--- config.mk ---
export PLATFORM = sky130hd
export DESIGN_NAME = system_reset_control
export DESIGN_NICKNAME = d
export VERILOG_FILES = /design/src/common/rst_ctrl_pkg.sv /design/src/rtl/system_reset_control.sv /design/src/rtl/pin_filter.sv
export VERILOG_INCLUDE_DIRS = /design/src /design/src/common
export SDC_FILE = /design/constraint.sdc
export NUM_CORES = 1
export LEC_CHECK = 0
export ABC_AREA = 1
export ABC_CLOCK_PERIOD_IN_PS = 1150
export BUFFER_PORTS_ARGS = -buffer_cell sky130_fd_sc_hd__clkbuf_2
export CAP_MARGIN = 40
export CORE_MARGIN = 3
export CORE_UTILIZATION = 44
export CTS_CLUSTER_DIAMETER = 200
export DETAILED_ROUTE_END_ITERATION = 10
export HOLD_SLACK_MARGIN = 0.15
export PLACE_DENSITY = 0.86
export SLEW_MARGIN = 30
export SYNTH_ARGS = -nofsm -noshare
export SYNTH_HDL_FRONTEND = slang
export SYNTH_SLANG_ARGS = --single-unit
export TNS_END_PERCENT = 5
--- constraint.sdc ---
create_clock -name I_REF_CLK -period 1.15 [get_ports I_REF_CLK]
set_clock_uncertainty 0.05 [all_clocks]
set_input_delay 0.0575 -clock I_REF_CLK [delete_from_list [all_inputs] [get_ports I_REF_CLK]]
set_output_delay 0.0575 -clock I_REF_CLK [all_outputs]
set_load 0.1 [all_outputs]
--- src/common/rst_ctrl_params.svh ---
/*
 * Constants for the system reset controller: vector, defaults and timing counts.
 * Assumes a 25 MHz reference clock; included by the package and design files.
 */
`ifndef RST_CTRL_PARAMS_SVH
`define RST_CTRL_PARAMS_SVH

`define CLK_PERIOD_NS 40
`define PIN_FILTER_NS 5000
// Least time: a low shorter than this is ignored, so the count rounds up.
`define PIN_FILTER_CYC ((`PIN_FILTER_NS + `CLK_PERIOD_NS - 1) / `CLK_PERIOD_NS)
`define PIN_HOLD_NS 50000
`define PIN_HOLD_CYC ((`PIN_HOLD_NS + `CLK_PERIOD_NS - 1) / `CLK_PERIOD_NS)
`define FILT_CNT_W 8
`define RESET_VECTOR 20'h07000
`define PC_W 20
`define WATCHDOG_SEL_W 2
`define WATCHDOG_SEL_MAX 2'h3
`define LV_RESET_EN_DEFAULT 1'h0
`define CLK_SEL_INTERNAL 1'h0
`define SYNC_RESET_LEN 4
`define SYNC_CNT_W 3

`endif

--- src/common/rst_ctrl_pkg.sv ---
/*
 * Types shared by the reset controller and its pin filter.
 * Assumes the params header is reachable on the include path.
 */
`include "rst_ctrl_params.svh"

package rst_ctrl_pkg;
    typedef enum logic [1:0] {
        ST_RESET = 2'h0,
        ST_RELEASE = 2'h1,
        ST_RUN = 2'h3
    } rst_state_t;

    typedef enum logic [1:0] {
        PM_NORMAL = 2'h0,
        PM_IDLE = 2'h1,
        PM_STOP = 2'h2,
        PM_SLEEP = 2'h3
    } power_mode_t;

    typedef struct packed {
        logic power_on_off;
        logic ext_reset_pin;
        logic low_voltage_reset;
        logic watchdog_timeout_reset;
    } reset_cause_t;

    typedef struct packed {
        logic [`PC_W-1:0] pc_load;
        logic [`WATCHDOG_SEL_W-1:0] watchdog_sel;
        logic watchdog_enable;
        logic clk_sel;
        logic lv_reset_enable;
    } reset_defaults_t;
endpackage

--- src/rtl/system_reset_control.sv ---
/*
 * System reset controller: merges supply, pin, low-voltage and watchdog sources
 * into one synchronously released system reset and drives reset defaults.
 * Assumes all inputs are synchronous to I_REF_CLK and the pad resolves the
 * pin from O_EXT_RESET_PIN_N_OE (low = drive low).
 */
`timescale 1ns/10ps
`default_nettype none
`include "rst_ctrl_params.svh"

module system_reset_control (
    input wire logic I_REF_CLK,
    input wire logic I_SRST,
    input wire logic I_POWER_ON_OFF,
    input wire logic I_EXT_RESET_PIN_N,
    input wire logic I_LOW_VOLTAGE_DETECT,
    input wire logic I_LV_RESET_EN_WR,
    input wire logic I_LV_RESET_EN_DATA,
    input wire logic I_WATCHDOG_TIMEOUT_RESET,
    input wire rst_ctrl_pkg::power_mode_t I_POWER_MODE,
    output logic O_EXT_RESET_PIN_N_OUT,
    output logic O_EXT_RESET_PIN_N_OE,
    output logic O_SYS_RESET,
    output logic O_PC_LOAD_STB,
    output rst_ctrl_pkg::reset_defaults_t O_DEFAULTS,
    output rst_ctrl_pkg::reset_cause_t O_RESET_CAUSE,
    output logic O_INTERNAL_OSC_EN
);
    import rst_ctrl_pkg::*;

    localparam logic [`SYNC_CNT_W-1:0] SYNC_LAST = `SYNC_CNT_W'(`SYNC_RESET_LEN - 1);

    function automatic logic osc_needed(input power_mode_t m);
        osc_needed = (m != PM_STOP) && (m != PM_SLEEP);
    endfunction

    logic pin_low_ok;
    reset_cause_t cause_now;
    logic any_src;
    logic lv_reset_hit;

    rst_state_t st_q;
    rst_state_t st_d;
    logic [`SYNC_CNT_W-1:0] cnt_q;
    logic [`SYNC_CNT_W-1:0] cnt_d;
    logic lv_reset_en_q;
    logic lv_reset_en_d;
    reset_cause_t cause_q;
    reset_cause_t cause_d;
    logic pc_stb_q;
    logic pc_stb_d;
    logic drive_q;
    logic drive_d;
    logic osc_q;
    logic osc_d;

    pin_filter pin_filter_i (
        .i_clk(I_REF_CLK),
        .i_srst(I_SRST),
        .i_pin_n(I_EXT_RESET_PIN_N),
        .o_low_ok(pin_low_ok)
    );

    // While the device itself pulls the pin low the filter would see its own drive;
    // that is harmless because a supply or low-voltage reset is already active then.
    assign lv_reset_hit = lv_reset_en_q && I_LOW_VOLTAGE_DETECT;
    always_comb begin
        cause_now.power_on_off = I_POWER_ON_OFF;
        cause_now.ext_reset_pin = pin_low_ok;
        cause_now.low_voltage_reset = lv_reset_hit;
        cause_now.watchdog_timeout_reset = I_WATCHDOG_TIMEOUT_RESET;
    end
    assign any_src = |cause_now;

    always_comb begin
        st_d = st_q;
        cnt_d = cnt_q;
        lv_reset_en_d = lv_reset_en_q;
        cause_d = cause_q;
        pc_stb_d = 1'b0;
        drive_d = I_POWER_ON_OFF || lv_reset_hit;
        osc_d = osc_needed(I_POWER_MODE);
        case (st_q)
            ST_RESET: begin
                cnt_d = '0;
                lv_reset_en_d = `LV_RESET_EN_DEFAULT;
                osc_d = 1'b1;
                if (!any_src) begin
                    st_d = ST_RELEASE;
                end
            end
            ST_RELEASE: begin
                lv_reset_en_d = `LV_RESET_EN_DEFAULT;
                osc_d = 1'b1;
                if (any_src) begin
                    st_d = ST_RESET;
                end else if (cnt_q == SYNC_LAST) begin
                    st_d = ST_RUN;
                    pc_stb_d = 1'b1;
                end else begin
                    cnt_d = cnt_q + `SYNC_CNT_W'(1);
                end
            end
            ST_RUN: begin
                if (I_LV_RESET_EN_WR) begin
                    lv_reset_en_d = I_LV_RESET_EN_DATA;
                end
                if (any_src) begin
                    st_d = ST_RESET;
                    cause_d = cause_now;
                    // Entered from stop or sleep, the oscillator must run in the first reset cycle.
                    osc_d = 1'b1;
                end
            end
            default: begin
                st_d = ST_RESET;
            end
        endcase
        if (any_src && st_q != ST_RUN) begin
            cause_d = cause_q | cause_now;
        end
    end

    always_ff @(posedge I_REF_CLK) begin
        if (I_SRST) begin
            st_q <= ST_RESET;
            cnt_q <= '0;
            lv_reset_en_q <= `LV_RESET_EN_DEFAULT;
            cause_q <= '0;
            pc_stb_q <= 1'b0;
            drive_q <= 1'b0;
            osc_q <= 1'b1;
        end else begin
            st_q <= st_d;
            cnt_q <= cnt_d;
            lv_reset_en_q <= lv_reset_en_d;
            cause_q <= cause_d;
            pc_stb_q <= pc_stb_d;
            drive_q <= drive_d;
            osc_q <= osc_d;
        end
    end

    assign O_SYS_RESET = (st_q != ST_RUN);
    assign O_EXT_RESET_PIN_N_OUT = 1'b0;
    assign O_EXT_RESET_PIN_N_OE = !drive_q;
    assign O_PC_LOAD_STB = pc_stb_q;
    assign O_RESET_CAUSE = cause_q;
    assign O_INTERNAL_OSC_EN = osc_q;
    always_comb begin
        O_DEFAULTS.pc_load = `RESET_VECTOR;
        O_DEFAULTS.watchdog_sel = `WATCHDOG_SEL_MAX;
        O_DEFAULTS.watchdog_enable = 1'b1;
        O_DEFAULTS.clk_sel = `CLK_SEL_INTERNAL;
        O_DEFAULTS.lv_reset_enable = lv_reset_en_q;
    end
endmodule

`default_nettype wire

--- src/rtl/pin_filter.sv ---
/*
 * Glitch filter for the active-low external reset pin.
 * Assumes the pin has already been brought into the reference clock domain.
 */
`timescale 1ns/10ps
`default_nettype none
`include "rst_ctrl_params.svh"

module pin_filter (
    input wire logic i_clk,
    input wire logic i_srst,
    input wire logic i_pin_n,
    output logic o_low_ok
);
    import rst_ctrl_pkg::*;

    logic [`FILT_CNT_W-1:0] cnt_q;
    logic [`FILT_CNT_W-1:0] cnt_d;
    logic ok_q;
    logic ok_d;

    localparam logic [`FILT_CNT_W-1:0] FILT_LAST = `FILT_CNT_W'(`PIN_FILTER_CYC - 1);

    // A low must last the whole filter window; any high restarts the count.
    always_comb begin
        cnt_d = cnt_q;
        ok_d = ok_q;
        if (i_pin_n) begin
            cnt_d = '0;
            ok_d = 1'b0;
        end else if (cnt_q != FILT_LAST) begin
            cnt_d = cnt_q + `FILT_CNT_W'(1);
        end else begin
            ok_d = 1'b1;
        end
    end

    always_ff @(posedge i_clk) begin
        if (i_srst) begin
            cnt_q <= '0;
            ok_q <= 1'b0;
        end else begin
            cnt_q <= cnt_d;
            ok_q <= ok_d;
        end
    end

    assign o_low_ok = ok_q;
endmodule

`default_nettype wire

== After elaboration in Yosys (flattened, before gate mapping) ==
Cells that the tools add are included.
Storage, ports and cells
  register bits after elaboration: 22
  output and inout bits: 34
  input bits: 10
  word-level logic and storage cells: 63
Cells by class
  muxes and demuxes: 16
  add/subtract/negate cells: 2
  equal/unequal tests: 13
  bitwise operators: 2
  reductions and logical operators: 18
Operators by type and width (count)
  $ne 2x2->1 const B: 8
  $mux 4: 3
  $add 8x1->8 const B: 1
  $mux 2: 4
  $ne 8x7->1 const B: 1
  $reduce_bool 2->1: 4
  $mux 3: 2
  $pmux 2 s3: 1
  $pmux 3 s2: 1
  $reduce_and 3->1: 2
  $reduce_or 6->1: 1
  $or 4x4->4: 1
  $pmux 1 s2: 2
  $reduce_and 2->1: 2
  $reduce_or 2->1: 2
  $reduce_or 4->1: 1
  $add 3x1->3 const B: 1
  $eq 3x2->1 const B: 1
  $logic_and 1x1->1: 3
  $mux 1: 3
  $ne 3x3->1 const B: 1
  $eq 2x1->1 const B: 1
  $eq 2x2->1 const B: 1
  $logic_not 2->1: 1
  3 further kinds: 3

== Logic depth before layout (Yosys ltp) ==
  word-level depth: 5
  mapped depth: 7
  depth with buffers taken out: 7

== Modules after synthesis ==
A second synthesis with hierarchy kept.
Unflattened totals
  cells, all modules: 171
  area total of the unflattened synthesis: 1261.2 um2
By module, submodules not included
  system_reset_control: cells an instance 108, seq. area each 260.2 um2, area each 788.3 um2, times used 1
  pin_filter: cells an instance 63, seq. area each 180.2 um2, area each 473.0 um2, times used 1

== Least setup slack after synthesis ==
Ideal clock, no wire load.
  path type: reg-to-reg
  from: register cause_q (netlist bit O_RESET_CAUSE[2])
  to: register cause_q (netlist bit O_RESET_CAUSE[2])
  path slack: -0.145 ns
  cell stages (with the launch flop): 5
  data arrival time: 1.189 ns
  path buffers: 0
  setup time: 0.056 ns
  clock period less this slack: 1.295 ns
  data required time: 1.044 ns
  cells stage by stage: dfxtp_1 -> nand2_1 -> nand2_1 -> nand2_1 -> inv_1
On the way
  word-level cells in the longest chain between the ends: 2
RTL lines
  from (decl): line system_reset_control.sv:48  | reset_cause_t cause_q;
  from (signal assigned): line system_reset_control.sv:137  | cause_q <= cause_d;
  $or 4x4->4: line system_reset_control.sv:120  | cause_d = cause_q | cause_now;
  $mux 4: line system_reset_control.sv:119  | if (any_src && st_q != ST_RUN) begin
Every way passes these cells.
A chain may end at the register's enable or synchronous reset.

== Worst setup path after layout ==
  from: register cnt_q[0]
  to: register cnt_q[0]
On the way
  word-level cells in the longest chain between the ends: 4
  elaborated cells on any way between the ends: 7
  classes of those cells: add/sub: 1; eq/ne: 2; mux: 3; reduce/logical: 1
RTL lines
  from (decl): line system_reset_control.sv:44  | logic [`SYNC_CNT_W-1:0] cnt_q;
  from (signal assigned): line system_reset_control.sv:135  | cnt_q <= cnt_d;
  $add 3x1->3: line system_reset_control.sv:101  | cnt_d = cnt_q + `SYNC_CNT_W'(1);
  $mux 3: line system_reset_control.sv:97  | end else if (cnt_q == SYNC_LAST) begin
  $mux 3: line system_reset_control.sv:95  | if (any_src) begin
  $pmux 3 s2: line system_reset_control.sv:83  | case (st_q)
Several ways; a longest one is shown, not always the timed one. The select of a mux whose other input is x is not followed.

==> summary.md <==
| Metric | Value |
|---|---|
| Pre-antenna DRT Iters | `4` |
| Yosys reg bits | `22` |
| FP Rows | `18` |
| Share of post-route cells with drive strength above 1 | `35.0%` |
| Final-report setup violation count | `5` |
| Largest net degree at the start of global routing | `12` |
| Pleak | `between 0.7 and 0.8 nW` |
| Clk_lat worst skew | `0.32 ns` |
| Gr usage total | `roughly 17%` |
| CP Class | `flip-flop to flip-flop` |
| Most frequent cell after synthesis | `nand2_1` |
| Cell variety after synth | `23` |
| P_int | `roughly 980 µW` |
| Crit. End Element | `flip-flop` |
| 1st-iter DRT viols | `47` |
| Area after DPL | `0.00144 mm²` |
| VDD IR max | `902 µV` |
| Syn avg cell area | `7.35 µm²` |
| Synth area leaders | `dfxtp_1 (35%), buf_4 (17%), nand2_1 (8.7%)` |
| # port buffers | `17` |
| Post-synthesis async set-or-reset flop share | `0%` |
| Via total after detailed routing | `around 1100` |
| Post-synthesis sequential area ratio | `roughly a third` |
| Max Cap Viol | `0` |
| Max Root-Sink Buffers | `2` |
| Initial antenna violation count | `0` |
| Fmax | `a little over 0.8 GHz` |
| Area delta synth->final | `32.6%` |
| Max-slew violations | `0` |
| Total CTS buffers | `3` |
| Failing checks | `negative setup slack` |
| ANT nets after route | `0` |
| Synth top area share | `35.0%` |
| Worst EP required | `around 1.3 ns` |
| CTS root buf | `clkbuf_4` |
| Gpl congestion | `0.868` |
| Element type at the critical path start | `flip-flop` |
| RSZ-0062 raised after global routing | `yes` |
| Chip width | `between 50 and 60 µm` |
| Max H-tree Level | `1` |
| IO Count | `44` |
| Vias per cell | `4.76` |
| Avg WL per Cell | `~12 µm` |
| Clock Sinks | `22` |
| Flop2flop setup slack | `-0.05 ns` |
| Post-synth top cells | `nand2_1 (29), buf_4 (28), dfxtp_1 (22)` |
| First-pass GRT wire length | `4360 µm` |
| Setup TNS | `-0.188 ns` |
| Final hold violations | `0` |
| Critical path origin | `cnt_q[0]` |
| Final Util | `between 60% and 70%` |
| Reg2reg start | `cnt_q[0]` |
| Layout Cells excl Fill | `between 200 and 250` |
| Mapped Area | `approximately 0.0013 mm²` |
| EDFF count, synth | `0` |
| CP Capture Point | `cnt_q[0]` |
| # diodes | `0` |
| Tcrit/Tclk final | `105%` |
| Worst EP arrival | `1.39 ns` |
| Share of power burned in the clock network | `approximately a fifth` |
| Reg power frac | `46.2%` |
| Gr ovfl total | `0` |
| Final #Nets | `~220` |
| Core ar. | `between 0.002 and 0.003 mm²` |
| Pwr Density | `~1000 mW/mm²` |
| Outcome | `finished, violations left` |
| Drc violations | `0` |
| Fin area | `~0.0017 mm²` |
| Synth Instances | `about 170` |
| Worst setup margin | `-0.0541 ns` |
| FF-to-FF path depth | `6` |
| Min cycle time layout | `1.20 ns` |
| WL final | `between 2000 and 3000 µm` |
| Dpl hpwl | `about 1700 µm` |
| CP Max Fanout | `3` |
| Initial Utilization | `between 40% and 50%` |
| Warnings, synthesis | `0` |
| Dpl cells | `~220` |
| Die ar. | `approximately 0.0035 mm²` |
| NetSw | `approximately 720 µW` |
| Hold Path Class | `input pin to flip-flop` |
| Die Y | `59.5 µm` |
| Comb pwr share | `roughly 33%` |
| Clock slew at reported path FFs | `0.12 ns` |
| Vias in the first global route | `between 900 and 1000` |
| Synth Flop Type | `dfxtp_1` |
| Worst flop-to-flop path endpoint | `cnt_q[0]` |
| Switching Fraction | `between 40% and 50%` |
| CTS tree | `built` |
| Synth area leader | `dfxtp_1` |
## timing repair
action                                 CTS  global route
setup endpoints to repair                7            20
resized for setup                       17            15
pin swaps                                6             7
setup buffers                            2             0
endpoints found under the hold margin   21             0
hold buffers                             9             0
## layout by cell type, fill, tap and decap left out, types with 4 or more instances in the layout
cell type,Yosys,layout
nor2_4,2,4
dlygate4sd3_1,0,9
clkbuf_2,0,8
conb_1,2,25
nand2_1,29,27
dfxtp_1,22,10
buf_12,0,9
a21oi_1,14,12
nor2_1,18,15
dfxtp_2,0,11
nand3_1,9,8
nand2_2,3,5
inv_1,18,17
inv_2,5,6
buf_4,28,9
## cell families (layout without fill, tap and decap cells)
| group | after synthesis | in the layout | share of synthesized area, % |
|---|---|---|---|
| AO/OA/AOI/OAI | 16 | 16 | 6.57 |
| XOR/XNOR | 4 | 4 | 2.79 |
| adder cells (fa/ha/maj) | 4 | 4 | 3.98 |
| buffers and inverters | 52 | 61 | 24.0 |
| flip-flops | 22 | 22 | 35.0 |
| other | 2 | 25 | 0.597 |
| AND/OR/NAND/NOR | 71 | 71 | 27.1 |
## worst min-delay path by stage
| stage | cells past startpoint | from | endpoint | slack [ns] |
|---|---|---|---|---|
| after floorplan | 1 | I_POWER_MODE[1] | O_INTERNAL_OSC_EN | 0.10 |
| after global placement | 2 | I_POWER_MODE[1] | O_INTERNAL_OSC_EN | 0.20 |
| after detailed placement | 2 | I_POWER_MODE[1] | O_INTERNAL_OSC_EN | 0.22 |
| after CTS | 8 | I_POWER_ON_OFF | cnt_q[0] | 0.17 |
| after global routing | 7 | I_POWER_ON_OFF | cnt_q[0] | 0.24 |
| final | 8 | I_POWER_ON_OFF | cnt_q[0] | 0.21 |
## per-layer routing
layer | part of all wire, % | wire length (µm) | vias up | track usage (%)
met5 | 0 | 0 | - | 0
met4 | 2.7 | 75 | 0 | 12.9
met3 | 9.4 | 261 | 6 | 5.01
met2 | 47 | 1310 | 59 | 26.8
met1 | 41 | 1140 | 499 | 19.5
li1 | - | - | 546 | -
## critical path, stage by stage, from the launching register on
cell     delay, ns
dfxtp_2       0.36
ha_4          0.16
ha_4          0.18
nor2_4        0.10
nand2_2       0.09
a21oi_2       0.13
nor2_1        0.04
## registers in the layout (all words and copies together), names as in the netlist
name / cells
cnt_q: 3
pin_filter_i.cnt_q: 8
pin_filter_i.o_low_ok: 1
O_PC_LOAD_STB: 1
lv_reset_en_q: 1
O_RESET_CAUSE: 4
st_q: 2
O_INTERNAL_OSC_EN: 1
drive_q: 1
## area by class of cell
cell class	instances	area, µm²
inverter	23	86.3
timing repair buffer	35	378
multi-input combinational	120	686
clock buffer	3	22.5
tap	30	37.5
sequential	22	458
fill	188	922
## power groups by stage
stage | clock [mW] | combinational (mW) | sequential (mW)
2_1_floorplan | 0 | 0.490 | 0.834
3_3_place_gp | 0 | 0.516 | 0.804
3_5_place_dp | 0 | 0.518 | 0.804
4_1_cts | 0.362 | 0.548 | 0.785
5_1_grt | 0.405 | 0.582 | 0.787
6_report | 0.351 | 0.563 | 0.785
## per-stage QoR
| step | worst slack, ns | power, mW | hold slack (ns) |
|---|---|---|---|
| 2_1_floorplan | -0.145 | 1.32 | 0.101 |
| 4_1_cts | -0.0503 | 1.69 | 0.169 |
| 6_report | -0.0541 | 1.70 | 0.213 |
| 3_5_place_dp | -0.134 | 1.32 | 0.218 |
| 3_3_place_gp | -0.0894 | 1.32 | 0.203 |
| 5_1_grt | -0.0993 | 1.77 | 0.244 |
(Power assumes the default switching activity.)
